File: config.mk
export PLATFORM = sky130hd
export DESIGN_NAME = status_msg_builder
export DESIGN_NICKNAME = d
export VERILOG_FILES = /design/src/status_msg_pkg.sv /design/src/status_msg_builder.sv /design/src/entry_store.sv
export SDC_FILE = /design/constraint.sdc
export NUM_CORES = 1
export LEC_CHECK = 0
export BUFFER_PORTS_ARGS = -buffer_cell sky130_fd_sc_hd__buf_2
export CORE_MARGIN = 10
export CORE_UTILIZATION = 52
export CTS_BUF_LIST = sky130_fd_sc_hd__clkbuf_8
export DETAILED_ROUTE_END_ITERATION = 12
export PLACE_DENSITY = 0.8
export SLEW_MARGIN = 20
export SYNTH_ARGS = -nofsm -noshare
export SYNTH_HDL_FRONTEND = slang
export SYNTH_SLANG_ARGS = --single-unit
File: constraint.sdc
create_clock -name clock -period 3.15 [get_ports clock]
set_input_delay 0.4725 -clock clock [delete_from_list [all_inputs] [get_ports clock]]
set_output_delay 0.4725 -clock clock [all_outputs]
set_load 0.02 [all_outputs]
File: src/status_msg_pkg.sv
/*
 * Constants shared by the status message builder, its checker and the bench.
 * Assumes a single 100 MHz clock and a classic Wishbone register bus.
 */
package status_msg_pkg;

   // ----------------------------------------------------------------
   // Message layout (byte numbers within the diagnostic record)
   // ----------------------------------------------------------------
   localparam logic [5:0] BYTE_LENGTH = 6'h06;
   localparam logic [5:0] BYTE_FORMAT = 6'h07;
   localparam logic [5:0] BYTE_SLOT = 6'h08;
   localparam logic [5:0] BYTE_QUALIFIER = 6'h09;
   localparam logic [5:0] BYTE_FLAGS = 6'h0A;
   localparam logic [5:0] BYTE_IBUS_IND = 6'h0B;
   localparam logic [5:0] BYTE_IBUS_CODE = 6'h0C;
   localparam logic [5:0] BYTE_IBUS_ARG = 6'h0D;
   localparam logic [5:0] BYTE_START_CODE = 6'h0E;
   localparam logic [5:0] BYTE_START_ARG = 6'h0F;
   localparam logic [5:0] BYTE_FIRST_ENTRY = 6'h10;
   localparam logic [5:0] BYTE_LAST_ENTRY = 6'h3D;
   localparam logic [7:0] LENGTH_BASE = 8'h0A;
   localparam int MAX_ENTRIES = 23;
   localparam logic [7:0] FORMAT_NARROW = 8'h81;
   localparam logic [7:0] FORMAT_WIDE = 8'hA1;

   // ----------------------------------------------------------------
   // Vendor flag byte and channel status bits
   // ----------------------------------------------------------------
   localparam int FLAG_CHECKSUM = 0;
   localparam int FLAG_UNKNOWN = 4;
   localparam int FLAG_CFG_OVF = 5;
   localparam int FLAG_IN_OVF = 6;
   localparam int FLAG_OUT_OVF = 7;
   localparam int STATUS_FAULT = 6;
   localparam int STATUS_FAULT_SERIAL = 3;

   // ----------------------------------------------------------------
   // Register map (byte addresses)
   // ----------------------------------------------------------------
   localparam logic [7:0] REG_CONTROL = 8'h00;
   localparam logic [7:0] REG_FLAGS = 8'h04;
   localparam logic [7:0] REG_IBUS = 8'h08;
   localparam logic [7:0] REG_STARTUP = 8'h0C;
   localparam logic [7:0] REG_IRQ_STATUS = 8'h10;
   localparam logic [7:0] REG_IRQ_MASK = 8'h14;
   localparam logic [7:0] REG_INFO = 8'h18;

   localparam int CTRL_DIAG_EN = 0;
   localparam int CTRL_WIDE = 1;
   localparam int CTRL_CLEAR = 2;

   localparam int IRQ_ADDED = 0;
   localparam int IRQ_DROPPED = 1;
   localparam int IRQ_CHANGED = 2;
   localparam int IRQ_BITS = 3;

   localparam logic [31:0] RESET_WORD = 32'h0000_0000;
   localparam logic [IRQ_BITS-1:0] RESET_MASK = 3'h0;

endpackage

File: src/status_msg_builder.sv
/*
 * Builds the device-specific status message of a fieldbus slave and
 * serves it byte by byte to the fetching master; registers over Wishbone.
 * Assumes synchronous inputs, one clock, asynchronous active-low reset.
 */
// Chosen here: the register offsets and the Wishbone register port.
//
// Overview of operation
// - Four-byte header: length, selector, zero slot, qualifier
// - Selector 0x81 narrow, 0xA1 wide layout
// - Checksum flag bit 0, cleared only by power cycle
// - Flag bits 4-7: unknown type and overflows
// - Internal-bus indication, code, argument in bytes 11-13
// - Start-up error code and argument in bytes 14-15
// - Fault entries only while module diagnosis enabled
// - Narrow entry: channel and module, full status
// - Entries paired consecutively from byte 16 to 61
// - Wide entry: module byte, channel plus status bits
// - Fault is status bit 6, bit 3 for serial
// - Extended diagnostics flag held set whenever out of reset
// - Content change signalled until master fetches it
module status_msg_builder
   import status_msg_pkg::*;
#(
   parameter int ENTRIES = MAX_ENTRIES
) (
   // Clock and reset
   input wire logic clock,
   input wire logic rstn,
   // Wishbone slave
   input wire logic wb_cyc_i,
   input wire logic wb_stb_i,
   input wire logic wb_we_i,
   input wire logic [7:0] wb_adr_i,
   input wire logic [3:0] wb_sel_i,
   input wire logic [31:0] wb_dat_i,
   output logic [31:0] wb_dat_o,
   output logic wb_ack_o,
   // Module fault reports
   input wire logic fault_valid,
   input wire logic [7:0] fault_module,
   input wire logic [1:0] fault_channel,
   input wire logic [7:0] fault_status,
   input wire logic fault_serial,
   // Stored-settings checksum failure event
   input wire logic checksum_error,
   // Master fetch port
   input wire logic msg_rd,
   input wire logic [5:0] msg_addr,
   input wire logic fetch_done,
   output logic [7:0] msg_data,
   output logic msg_valid,
   // Indications
   output logic diag_change,
   output logic extended_diag_flag,
   output logic irq
);

   // ----------------------------------------------------------------
   // State
   // ----------------------------------------------------------------
   logic diag_en;
   logic wide;
   logic checksum_flag;
   logic [3:0] vendor_flags;
   logic [23:0] ibus_word;
   logic [15:0] startup_word;
   logic [IRQ_BITS-1:0] irq_status;
   logic [IRQ_BITS-1:0] irq_mask;
   logic [4:0] entry_count;
   logic rd_stage;
   logic [5:0] rd_addr_q;
   logic rd_entry_q;
   logic [7:0] rd_header_q;
   logic [15:0] entry_rd_data;

   // ----------------------------------------------------------------
   // Bus decode
   // ----------------------------------------------------------------
   wire bus_req = wb_cyc_i && wb_stb_i;
   wire bus_first = bus_req && !wb_ack_o;
   wire bus_write = bus_req && wb_ack_o && wb_we_i;
   wire hit_control = wb_adr_i == REG_CONTROL;
   wire hit_flags = wb_adr_i == REG_FLAGS;
   wire hit_ibus = wb_adr_i == REG_IBUS;
   wire hit_startup = wb_adr_i == REG_STARTUP;
   wire hit_status = wb_adr_i == REG_IRQ_STATUS;
   wire hit_mask = wb_adr_i == REG_IRQ_MASK;
   wire hit_info = wb_adr_i == REG_INFO;
   wire wr_control = bus_write && hit_control && wb_sel_i[0];
   wire wr_flags = bus_write && hit_flags && wb_sel_i[0];
   wire wr_ibus = bus_write && hit_ibus;
   wire wr_startup = bus_write && hit_startup;
   wire wr_mask = bus_write && hit_mask && wb_sel_i[0];
   // Clear on the first cycle, same edge that captures the read data
   wire rd_status = bus_first && !wb_we_i && hit_status;
   wire clear_entries = wr_control && wb_dat_i[CTRL_CLEAR];
   // Disabling diagnosis empties the list just like an explicit clear
   wire list_reset = clear_entries || (wr_control && !wb_dat_i[CTRL_DIAG_EN]);

   // ----------------------------------------------------------------
   // Message fields
   // ----------------------------------------------------------------
   wire [7:0] flags_byte = {vendor_flags, 3'h0, checksum_flag};
   wire [7:0] length_byte = LENGTH_BASE + {2'h0, entry_count, 1'b0};
   wire [7:0] format_byte = wide ? FORMAT_WIDE : FORMAT_NARROW;

   // ----------------------------------------------------------------
   // Fault capture
   // ----------------------------------------------------------------
   wire fault_bit = fault_serial ? fault_status[STATUS_FAULT_SERIAL]
                                 : fault_status[STATUS_FAULT];
   wire fault_take = fault_valid && diag_en && fault_bit;
   wire list_full = int'(entry_count) >= ENTRIES;
   wire entry_add = fault_take && !list_full && !list_reset;
   wire entry_drop = fault_take && list_full;
   wire [7:0] narrow_first = {fault_channel, fault_module[5:0]};
   wire [7:0] wide_second = {fault_channel, fault_status[5:0]};
   wire [15:0] entry_word = wide ? {fault_module, wide_second}
                                 : {narrow_first, fault_status};

   wire content_change = entry_add || list_reset || wr_flags || wr_ibus
                         || wr_startup || (wr_control && wb_dat_i[CTRL_WIDE] != wide)
                         || (checksum_error && !checksum_flag);

   // ----------------------------------------------------------------
   // Fetch read path
   // ----------------------------------------------------------------
   wire [5:0] rel_addr = msg_addr - BYTE_FIRST_ENTRY;
   wire [4:0] rel_index = rel_addr[5:1];
   wire in_entries = (msg_addr >= BYTE_FIRST_ENTRY) && (msg_addr <= BYTE_LAST_ENTRY)
                     && (rel_index < entry_count);
   wire [7:0] entry_byte = rd_addr_q[0] ? entry_rd_data[7:0] : entry_rd_data[15:8];
   logic [7:0] header_byte;

   always_comb begin
      case (msg_addr)
         BYTE_LENGTH: header_byte = length_byte;
         BYTE_FORMAT: header_byte = format_byte;
         BYTE_SLOT: header_byte = 8'h00;
         BYTE_QUALIFIER: header_byte = 8'h00;
         BYTE_FLAGS: header_byte = flags_byte;
         BYTE_IBUS_IND: header_byte = ibus_word[7:0];
         BYTE_IBUS_CODE: header_byte = ibus_word[15:8];
         BYTE_IBUS_ARG: header_byte = ibus_word[23:16];
         BYTE_START_CODE: header_byte = startup_word[7:0];
         BYTE_START_ARG: header_byte = startup_word[15:8];
         default: header_byte = 8'h00;
      endcase
   end

   entry_store #(
      .WIDTH(16),
      .DEPTH(ENTRIES),
      .AW(5)
   ) u_store (
      .clock(clock),
      .wr_en(entry_add),
      .wr_addr(entry_count),
      .wr_data(entry_word),
      .rd_en(msg_rd),
      .rd_addr(rel_index),
      .rd_data(entry_rd_data)
   );

   // ----------------------------------------------------------------
   // Register read mux
   // ----------------------------------------------------------------
   logic [31:0] read_word;

   always_comb begin
      read_word = RESET_WORD;
      if (hit_control) read_word = {30'h0, wide, diag_en};
      if (hit_flags) read_word = {24'h0, flags_byte};
      if (hit_ibus) read_word = {8'h00, ibus_word};
      if (hit_startup) read_word = {16'h0000, startup_word};
      if (hit_status) read_word = {29'h0, irq_status};
      if (hit_mask) read_word = {29'h0, irq_mask};
      if (hit_info) read_word = {15'h0, diag_change, 3'h0, entry_count, length_byte};
   end

   // ----------------------------------------------------------------
   // Wishbone handshake
   // ----------------------------------------------------------------
   // One wait state; unmapped addresses still ack and read zero
   always_ff @(posedge clock or negedge rstn) begin
      if (!rstn) begin
         wb_ack_o <= 1'b0;
         wb_dat_o <= RESET_WORD;
      end else begin
         wb_ack_o <= bus_first;
         if (bus_first) wb_dat_o <= read_word;
      end
   end

   // ----------------------------------------------------------------
   // Byte lane merge
   // ----------------------------------------------------------------
   // Partial writes keep the untouched lanes of the error words
   wire [23:0] next_ibus_word;
   wire [15:0] next_startup_word;

   for (genvar lane = 0; lane < 3; lane++) begin : g_ibus_lane
      assign next_ibus_word[8*lane +: 8] = (wr_ibus && wb_sel_i[lane])
                                           ? wb_dat_i[8*lane +: 8]
                                           : ibus_word[8*lane +: 8];
   end

   for (genvar lane = 0; lane < 2; lane++) begin : g_startup_lane
      assign next_startup_word[8*lane +: 8] = (wr_startup && wb_sel_i[lane])
                                              ? wb_dat_i[8*lane +: 8]
                                              : startup_word[8*lane +: 8];
   end

   // ----------------------------------------------------------------
   // Control and content registers
   // ----------------------------------------------------------------
   always_ff @(posedge clock or negedge rstn) begin
      if (!rstn) begin
         diag_en <= 1'b0;
         wide <= 1'b0;
         vendor_flags <= 4'h0;
         ibus_word <= 24'h000000;
         startup_word <= 16'h0000;
         irq_mask <= RESET_MASK;
      end else begin
         if (wr_control) begin
            diag_en <= wb_dat_i[CTRL_DIAG_EN];
            wide <= wb_dat_i[CTRL_WIDE];
         end
         if (wr_flags) vendor_flags <= wb_dat_i[FLAG_OUT_OVF:FLAG_UNKNOWN];
         ibus_word <= next_ibus_word;
         startup_word <= next_startup_word;
         if (wr_mask) irq_mask <= wb_dat_i[IRQ_BITS-1:0];
      end
   end

   // Software can set but never clear it; only a power cycle does
   always_ff @(posedge clock or negedge rstn) begin
      if (!rstn) begin
         checksum_flag <= 1'b0;
      end else if (checksum_error || (wr_flags && wb_dat_i[FLAG_CHECKSUM])) begin
         checksum_flag <= 1'b1;
      end
   end

   // ----------------------------------------------------------------
   // Entry list
   // ----------------------------------------------------------------
   // Layout is fixed per entry at capture; clear the list after a switch
   always_ff @(posedge clock or negedge rstn) begin
      if (!rstn) begin
         entry_count <= 5'h00;
      end else if (list_reset) begin
         entry_count <= 5'h00;
      end else if (entry_add) begin
         entry_count <= entry_count + 5'h01;
      end
   end

   // ----------------------------------------------------------------
   // Fetch port
   // ----------------------------------------------------------------
   // Two cycles: memory read register, then the output register
   always_ff @(posedge clock or negedge rstn) begin
      if (!rstn) begin
         rd_stage <= 1'b0;
         rd_addr_q <= 6'h00;
         rd_entry_q <= 1'b0;
         rd_header_q <= 8'h00;
         msg_valid <= 1'b0;
         msg_data <= 8'h00;
      end else begin
         rd_stage <= msg_rd;
         if (msg_rd) begin
            rd_addr_q <= msg_addr;
            rd_entry_q <= in_entries;
            rd_header_q <= header_byte;
         end
         msg_valid <= rd_stage;
         if (rd_stage) msg_data <= rd_entry_q ? entry_byte : rd_header_q;
      end
   end

   // ----------------------------------------------------------------
   // Change indication and interrupts
   // ----------------------------------------------------------------
   wire [IRQ_BITS-1:0] irq_events = {content_change, entry_drop, entry_add};

   always_ff @(posedge clock or negedge rstn) begin
      if (!rstn) begin
         diag_change <= 1'b0;
         extended_diag_flag <= 1'b0;
         irq_status <= RESET_MASK;
         irq <= 1'b0;
      end else begin
         // New change wins over the master's fetch acknowledge
         diag_change <= content_change || (diag_change && !fetch_done);
         extended_diag_flag <= 1'b1;
         irq_status <= irq_events | (rd_status ? RESET_MASK : irq_status);
         irq <= |(irq_status & irq_mask);
      end
   end

endmodule

File: src/entry_store.sv
/*
 * Small synchronous memory for fault entries: one write port, one read
 * port with registered read data. Assumes one clock domain.
 */
module entry_store #(
   parameter int WIDTH = 16,
   parameter int DEPTH = 23,
   parameter int AW = 5
) (
   // Clock
   input wire logic clock,
   // Write port
   input wire logic wr_en,
   input wire logic [AW-1:0] wr_addr,
   input wire logic [WIDTH-1:0] wr_data,
   // Read port
   input wire logic rd_en,
   input wire logic [AW-1:0] rd_addr,
   output logic [WIDTH-1:0] rd_data
);

   logic [WIDTH-1:0] mem [DEPTH];

   // ----------------------------------------------------------------
   // Storage
   // ----------------------------------------------------------------
   // No reset: contents are only read below the live entry count
   always_ff @(posedge clock) begin
      if (wr_en && (int'(wr_addr) < DEPTH)) begin
         mem[wr_addr] <= wr_data;
      end
      if (rd_en && (int'(rd_addr) < DEPTH)) begin
         rd_data <= mem[rd_addr];
      end
   end

endmodule

==> reports/qor.yml, run 1 <==
setup.worst_path.start: "entry_count[0]"
report.final.slew_viol_count: 0
ff_latch_area_sq_um: 14200
wl_per_cell_um: 23.9
fmaxAchievable_mhz: 350
critPathMaxFanout: 16
slew_headroom: 0.462
grt_pass1_wl_mm: 71.7
p_per_area_nw_per_um2: 564
numPortBuffers: 105
finalSetupViolCount: 0
grt_start_max_net_pins: 88
ant_nets: 0
outcome: "completed"
antenna_found_initial: 1
io_pins: 123
drtIter0Drc: 1360
routed_wl_mm: 47.1
rsz0062_at_grt: "no"
cts_buffers: 77
grt_pass1_vias: 11900
area_growth_pct: 13.5
reg2reg_depth: 7
avgSynthCellArea_sq_um: 16.5
final_layout_size_suffix_gt1_frac: 0.277
hold_violations: 0
worst_pin_slew_ns: 0.807
yosys_warnings: 0
synth-async-reset-ratio: 0.216
dpl_cell_area_sq_um: 21500
max_cap_violations: 0
holdPathEnd: "rd_stage"
clk_latency_ns: 0.63
nets: 1479
worst-r2r-setup-slack_ns: 0.29
synth_top_cell_by_area: "edfxtp_1"
holdPathStages: 1
synth_seq_cells: 490
vias_per_cell: 6.02
clk_pin_slew_ns: 0.06
hpwl_mm: 30.7
crit_arrival_ns: 3.13
dieHeight_um: 217
dr.pass1.iters: 5
ir_drop_mv: 0.388
num_vias: 11900
synthesis.area_sq_um: 20200
synthFlopType: "edfxtp_1"
multi_input_area_sq_um: 5640
core-area_sq_um: 38600
synth_edf_count: 384
period_needed_ns: 2.86
clockBufferDepth: 3
p_total_mw: 12.9
required_ns: 3.42
power_leakage_nw: 8.55
yosysUniqueCellTypes: 61
yosysMostFrequentCell: "edfxtp_1"
syn_inst: 1229
worstHoldStart: "msg_rd"
tns_ns: 0
fillers: 2847
skew_ns: 0.0434
r2r_start: "entry_count[0]"
dieArea_sq_um: 47200
tritoncts: "yes"
row_count: 72
cts-root-buf: "clkbuf_8"
yosysTopAreaCellShare: 0.570
synth_area_leaders: "edfxtp_1 57%, dfrtp_1 13%, mux4_2 7.3%, mux2i_1 4.2%, mux2_2 3.6%"
min_path_type: "primary input to register"
r2r_end: "u_store.mem[3][6]"
period_share: 0.908
final_cell_area_sq_um: 22900
gp_congestion: 0.905
end_kind: "register"
synth_common_cells: "384 x edfxtp_1, 106 x dfrtp_1, 84 x mux2i_1"
die-width_um: 217
initial_utilization: 0.525
grt.total_usage: 0.199
startpoint_type: "register"
holdWs_ns: 0.0755
yosysSeqAreaShare: 0.701
htreeDepth: 3
overflow: 0
cts.sinks: 490
critical_path_class: "register to register"
drc_errors: 0
-- worst max-delay path by stage --
stage,end,slack (ns)
after global routing,u_store.mem[3][7],0.11
after global placement,u_store.mem[19][11],0.43
after detailed placement,u_store.mem[3][11],0.34
after floorplan,u_store.mem[5][0],0.30
final,u_store.mem[3][6],0.29
after CTS,u_store.mem[3][6],0.29
-- through the flow --
step | std cells | setup slack, ns | util
floorplan | 1236 | 0.305 | -
global placement | 1828 | 0.430 | 0.557
detailed placement | 1828 | 0.344 | 0.557
CTS | 1969 | 0.286 | 0.595
global route | 1969 | 0.108 | 0.595
finish | 1971 | 0.291 | 0.595
-- cell type report --
class,count,area share
flip-flops and latches,490,0.618
diodes,2,0.000218
inverters,16,0.00262
repair buffers,151,0.0413
clock buffers,80,0.0480
clock inverters,60,0.0158
multi-input cells,654,0.246
well taps,518,0.0282
-- placed cells by master (no fill, tap or decap), types with 7 or more instances in the layout --
master / instances
o221ai_1: 16
inv_1: 34
clkinv_1: 16
clkbuf_8: 80
a211oi_1: 18
nand2_1: 74
xnor2_1: 7
a32oi_1: 8
conb_1: 9
a22oi_1: 12
nand3_1: 26
mux2i_1: 84
buf_4: 42
dfrtp_1: 106
mux2_2: 65
clkinv_2: 16
mux4_2: 66
nor2_1: 60
o22ai_1: 18
nor2b_1: 10
buf_2: 102
o21ai_0: 41
edfxtp_1: 384
a21oi_1: 48
ha_1: 11
-- where the power goes --
group | leakage (nW) | switching (mW) | internal [mW]
registers | 4.90 | 0.0406 | 7.04
clock network | 0.841 | 2.44 | 2.64
logic | 2.81 | 0.500 | 0.276
total | 8.55 | 2.98 | 9.96
-- worst max-delay path, stage by stage (launching register included) --
cell	delay, ns
dfrtp_1	0.49
ha_1	0.35
a211oi_1	0.39
o2111ai_2	0.17
o21ba_2	0.33
nand2_1	0.24
nor2_1	0.21
buf_4	0.30
-- routing by layer --
metal  wire length [um]  track usage
met2              22600        0.319
met1              18900        0.262
met5                  0            0
met4               1690       0.0827
met3               3940       0.0390
-- repair_timing --
action	CTS	global route
hold endpoints to repair	19	0
buffers inserted	0	0
resized for setup	0	0
hold buffers	1	0
setup endpoints to repair	0	0
-- logic make-up (layout without fill, tap and decap cells) --
kind of cell,Yosys count,after routing,share of synthesized area
buffers and inverters,92,307,0.0213
AO/OA/AOI/OAI,190,190,0.0611
XOR/XNOR,7,7,0.00303
multiplexers,215,215,0.151
other,2,11,0.000371
flip-flops,490,490,0.701
adder cells (fa/ha/maj),12,12,0.00730
AND/OR/NAND/NOR,221,221,0.0543
-- state kept, by name (all words and copies together) (netlist names), 3 cells and up --
| name | flops |
|---|---|
| u_store.rd_data | 16 |
| entry_count | 5 |
| irq_mask | 3 |
| startup_word | 16 |
| irq_status | 3 |
| vendor_flags | 4 |
| u_store.mem | 368 |
| rd_header_q | 8 |
| ibus_word | 24 |
| msg_data | 8 |
| wb_dat_o | 24 |
Power figures use the tool's default switching activity.
==> inputs of run 2 (changes only) <==
--- a/config.mk
+++ b/config.mk
@@ -5,12 +5,12 @@
 export SDC_FILE = /design/constraint.sdc
 export NUM_CORES = 1
 export LEC_CHECK = 0
-export BUFFER_PORTS_ARGS = -buffer_cell sky130_fd_sc_hd__buf_2
 export CORE_MARGIN = 10
 export CORE_UTILIZATION = 52
 export CTS_BUF_LIST = sky130_fd_sc_hd__clkbuf_8
 export DETAILED_ROUTE_END_ITERATION = 12
-export PLACE_DENSITY = 0.8
+export DONT_BUFFER_PORTS = 1
+export PLACE_DENSITY = 0.77
 export SLEW_MARGIN = 20
 export SYNTH_ARGS = -nofsm -noshare
 export SYNTH_HDL_FRONTEND = slang
==> reports/qor.yml, run 2 (synthesis gave the netlist of run 1 again) <==
outcome: "completed"  # unchanged
slew_headroom: 0.248  # was 0.462
tns_ns: 0  # unchanged
dr.pass1.iters: 5  # unchanged
cts-root-buf: "clkbuf_8"  # unchanged
final_layout_size_suffix_gt1_frac: 0.206  # was 0.277
report.final.slew_viol_count: 0  # unchanged
critPathMaxFanout: 15  # was 16
grt_start_max_net_pins: 130  # was 88
routed_wl_mm: 48.0  # was 47.1 mm
ff_latch_area_sq_um: 14200  # unchanged
crit_arrival_ns: 3.08  # was 3.13 ns
fmaxAchievable_mhz: 360  # was 350 MHz
cts.sinks: 490  # unchanged
num_vias: 11400  # was 11900
max_cap_violations: 0  # unchanged
initial_utilization: 0.525  # unchanged
skew_ns: 0.0448  # was 0.0434 ns
dpl_cell_area_sq_um: 20800  # was 21500 sq um
worst_pin_slew_ns: 1.12  # was 0.807 ns
cpLargestDelayFamily: "compound AO/OA/AOI/OAI gates"  # unchanged
nets: 1393  # was 1479
antenna_cells: 0  # was 2
critPathMaxStageDelay_ns: 0.39  # was 0.49 ns
multi_input_area_sq_um: 5640  # about the same
largest_register_ffs: 368  # unchanged
crit_path_top_delay_cell: "a211oi_1"  # was dfrtp_1
clk_pin_slew_ns: 0.06  # about the same
mostFrequentLayoutCells: "384 x edfxtp_1, 106 x dfrtp_1, 84 x mux2i_1, 81 x clkbuf_8, 74 x nand2_1"  # was 384 x edfxtp_1, 106 x dfrtp_1, 102 x buf_2, 84 x mux2i_1, 80 x clkbuf_8
required_ns: 3.45  # was 3.42 ns
htreeDepth: 3  # unchanged
ir_drop_mv: 0.382  # was 0.388 mV
dieArea_sq_um: 47200  # unchanged
min_path_type: "primary input to register"  # unchanged
rsz0062_at_grt: "no"  # unchanged
drc_errors: 0  # unchanged
clk_latency_ns: 0.64  # was 0.63 ns
cts_resized: 0  # unchanged
grt_pass1_vias: 11300  # was 11900
regMostFlops: "u_store.mem"  # unchanged
antenna_found_initial: 1  # unchanged
final_common_cell: "edfxtp_1"  # unchanged
crit_path_cell_trace: "ha_1 > a211oi_1 > o2111ai_2 > o21ba_2 > nand2_1 > nor2_1 > buf_4"  # unchanged
hold_violations: 0  # unchanged
overflow: 0  # unchanged
critical_path_class: "register to register"  # unchanged
drtIter0Drc: 1431  # was 1360
core-area_sq_um: 38600  # unchanged
grt_pass1_wl_mm: 71.5  # was 71.7 mm
top_regs: "u_store.mem (368), ibus_word (24), wb_dat_o (24)"  # unchanged
numPortBuffers: 0  # was 105
power_leakage_nw: 8.16  # was 8.55 nW
vias_per_cell: 6.07  # was 6.02
io_pins: 123  # unchanged
dieHeight_um: 217  # unchanged
grt.total_usage: 0.201  # was 0.199
p_per_area_nw_per_um2: 581  # was 564 nW/um^2
gp_congestion: 0.967  # was 0.905
critPathBufInv: 1  # unchanged
period_needed_ns: 2.78  # was 2.86 ns
period_share: 0.882  # was 0.908
wl_per_cell_um: 25.5  # was 23.9 um
finalCoreUtilization: 0.589  # was 0.595
area_growth_pct: 12.3  # was 13.5%
startpoint_type: "register"  # unchanged
ant_nets: 0  # unchanged
finalSetupViolCount: 0  # unchanged
hpwl_mm: 30.0  # was 30.7 mm
final_cell_area_sq_um: 22700  # was 22900 sq um
end_kind: "register"  # unchanged
clockBufferDepth: 3  # unchanged
tritoncts: "yes"  # unchanged
fillers: 2880  # was 2847
die-width_um: 217  # unchanged
row_count: 72  # unchanged
cts_buffers: 77  # unchanged
## run 2: path summary, 6_finish.rpt
path / startpoint / endpoint / slack [ns] / cells past startpoint
min in group asynchronous: rstn / irq / 0.43 / 2
min: wb_dat_i[15] / ibus_word[15] / 0.02 / 1
max reg2reg: entry_count[0] / u_store.mem[13][13] / 0.37 / 7
max in group asynchronous: rstn / wb_dat_o[17] / 2.26 / 2
max: entry_count[0] / u_store.mem[13][13] / 0.37 / 7
min reg2reg: rd_header_q[3] / rd_header_q[3] / 0.50 / 1
## run 2: cell type report
type,count,share of cell area
Multi-Input combinational cell,654,0.248
Clock buffer,81,0.0491
Timing Repair Buffer,65,0.0266
Tap cell,518,0.0285
Clock inverter,56,0.0202
Inverter,16,0.00265
Sequential cell,490,0.625
## run 2: per-layer routing
metal,global-route usage,part of all wire,up-vias
met2,0.331,0.49,577
met4,0.0764,0.033,2
li1,-,-,4962
met5,0,0.00027,-
met1,0.255,0.38,5758
met3,0.0481,0.095,107
## run 2: what timing repair did
item / in CTS / in global routing
hold endpoints to repair: 422 / 0
setup buffers: 0 / 0
hold buffers: 34 / 0
## run 2: report_power, final
part	switching, mW	internal [mW]	leakage, nW
Sequential	0.0819	7.04	4.90
Clock	2.50	2.99	0.862
Combinational	0.340	0.239	2.40
## run 2: worst register-to-register path: stages, from the launching register on
cell and delay, ns:
dfrtp_1 0.38, ha_1 0.29, a211oi_1 0.39, o2111ai_2 0.17, o21ba_2 0.33, nand2_1 0.33
nor2_1 0.27, buf_4 0.28
## run 2: per-stage QoR
stage          setup WS [ns]  hold slack [ns]  std cells  power, mW
2_1_floorplan          0.305            0.177       1236       7.65
3_3_place_gp           0.504            0.180       1709       7.68
3_5_place_dp           0.427            0.181       1709       7.70
4_1_cts                0.413          0.00119       1880       13.3
5_1_grt                0.291          0.00130       1880       13.7
6_report               0.372           0.0211       1880       13.2
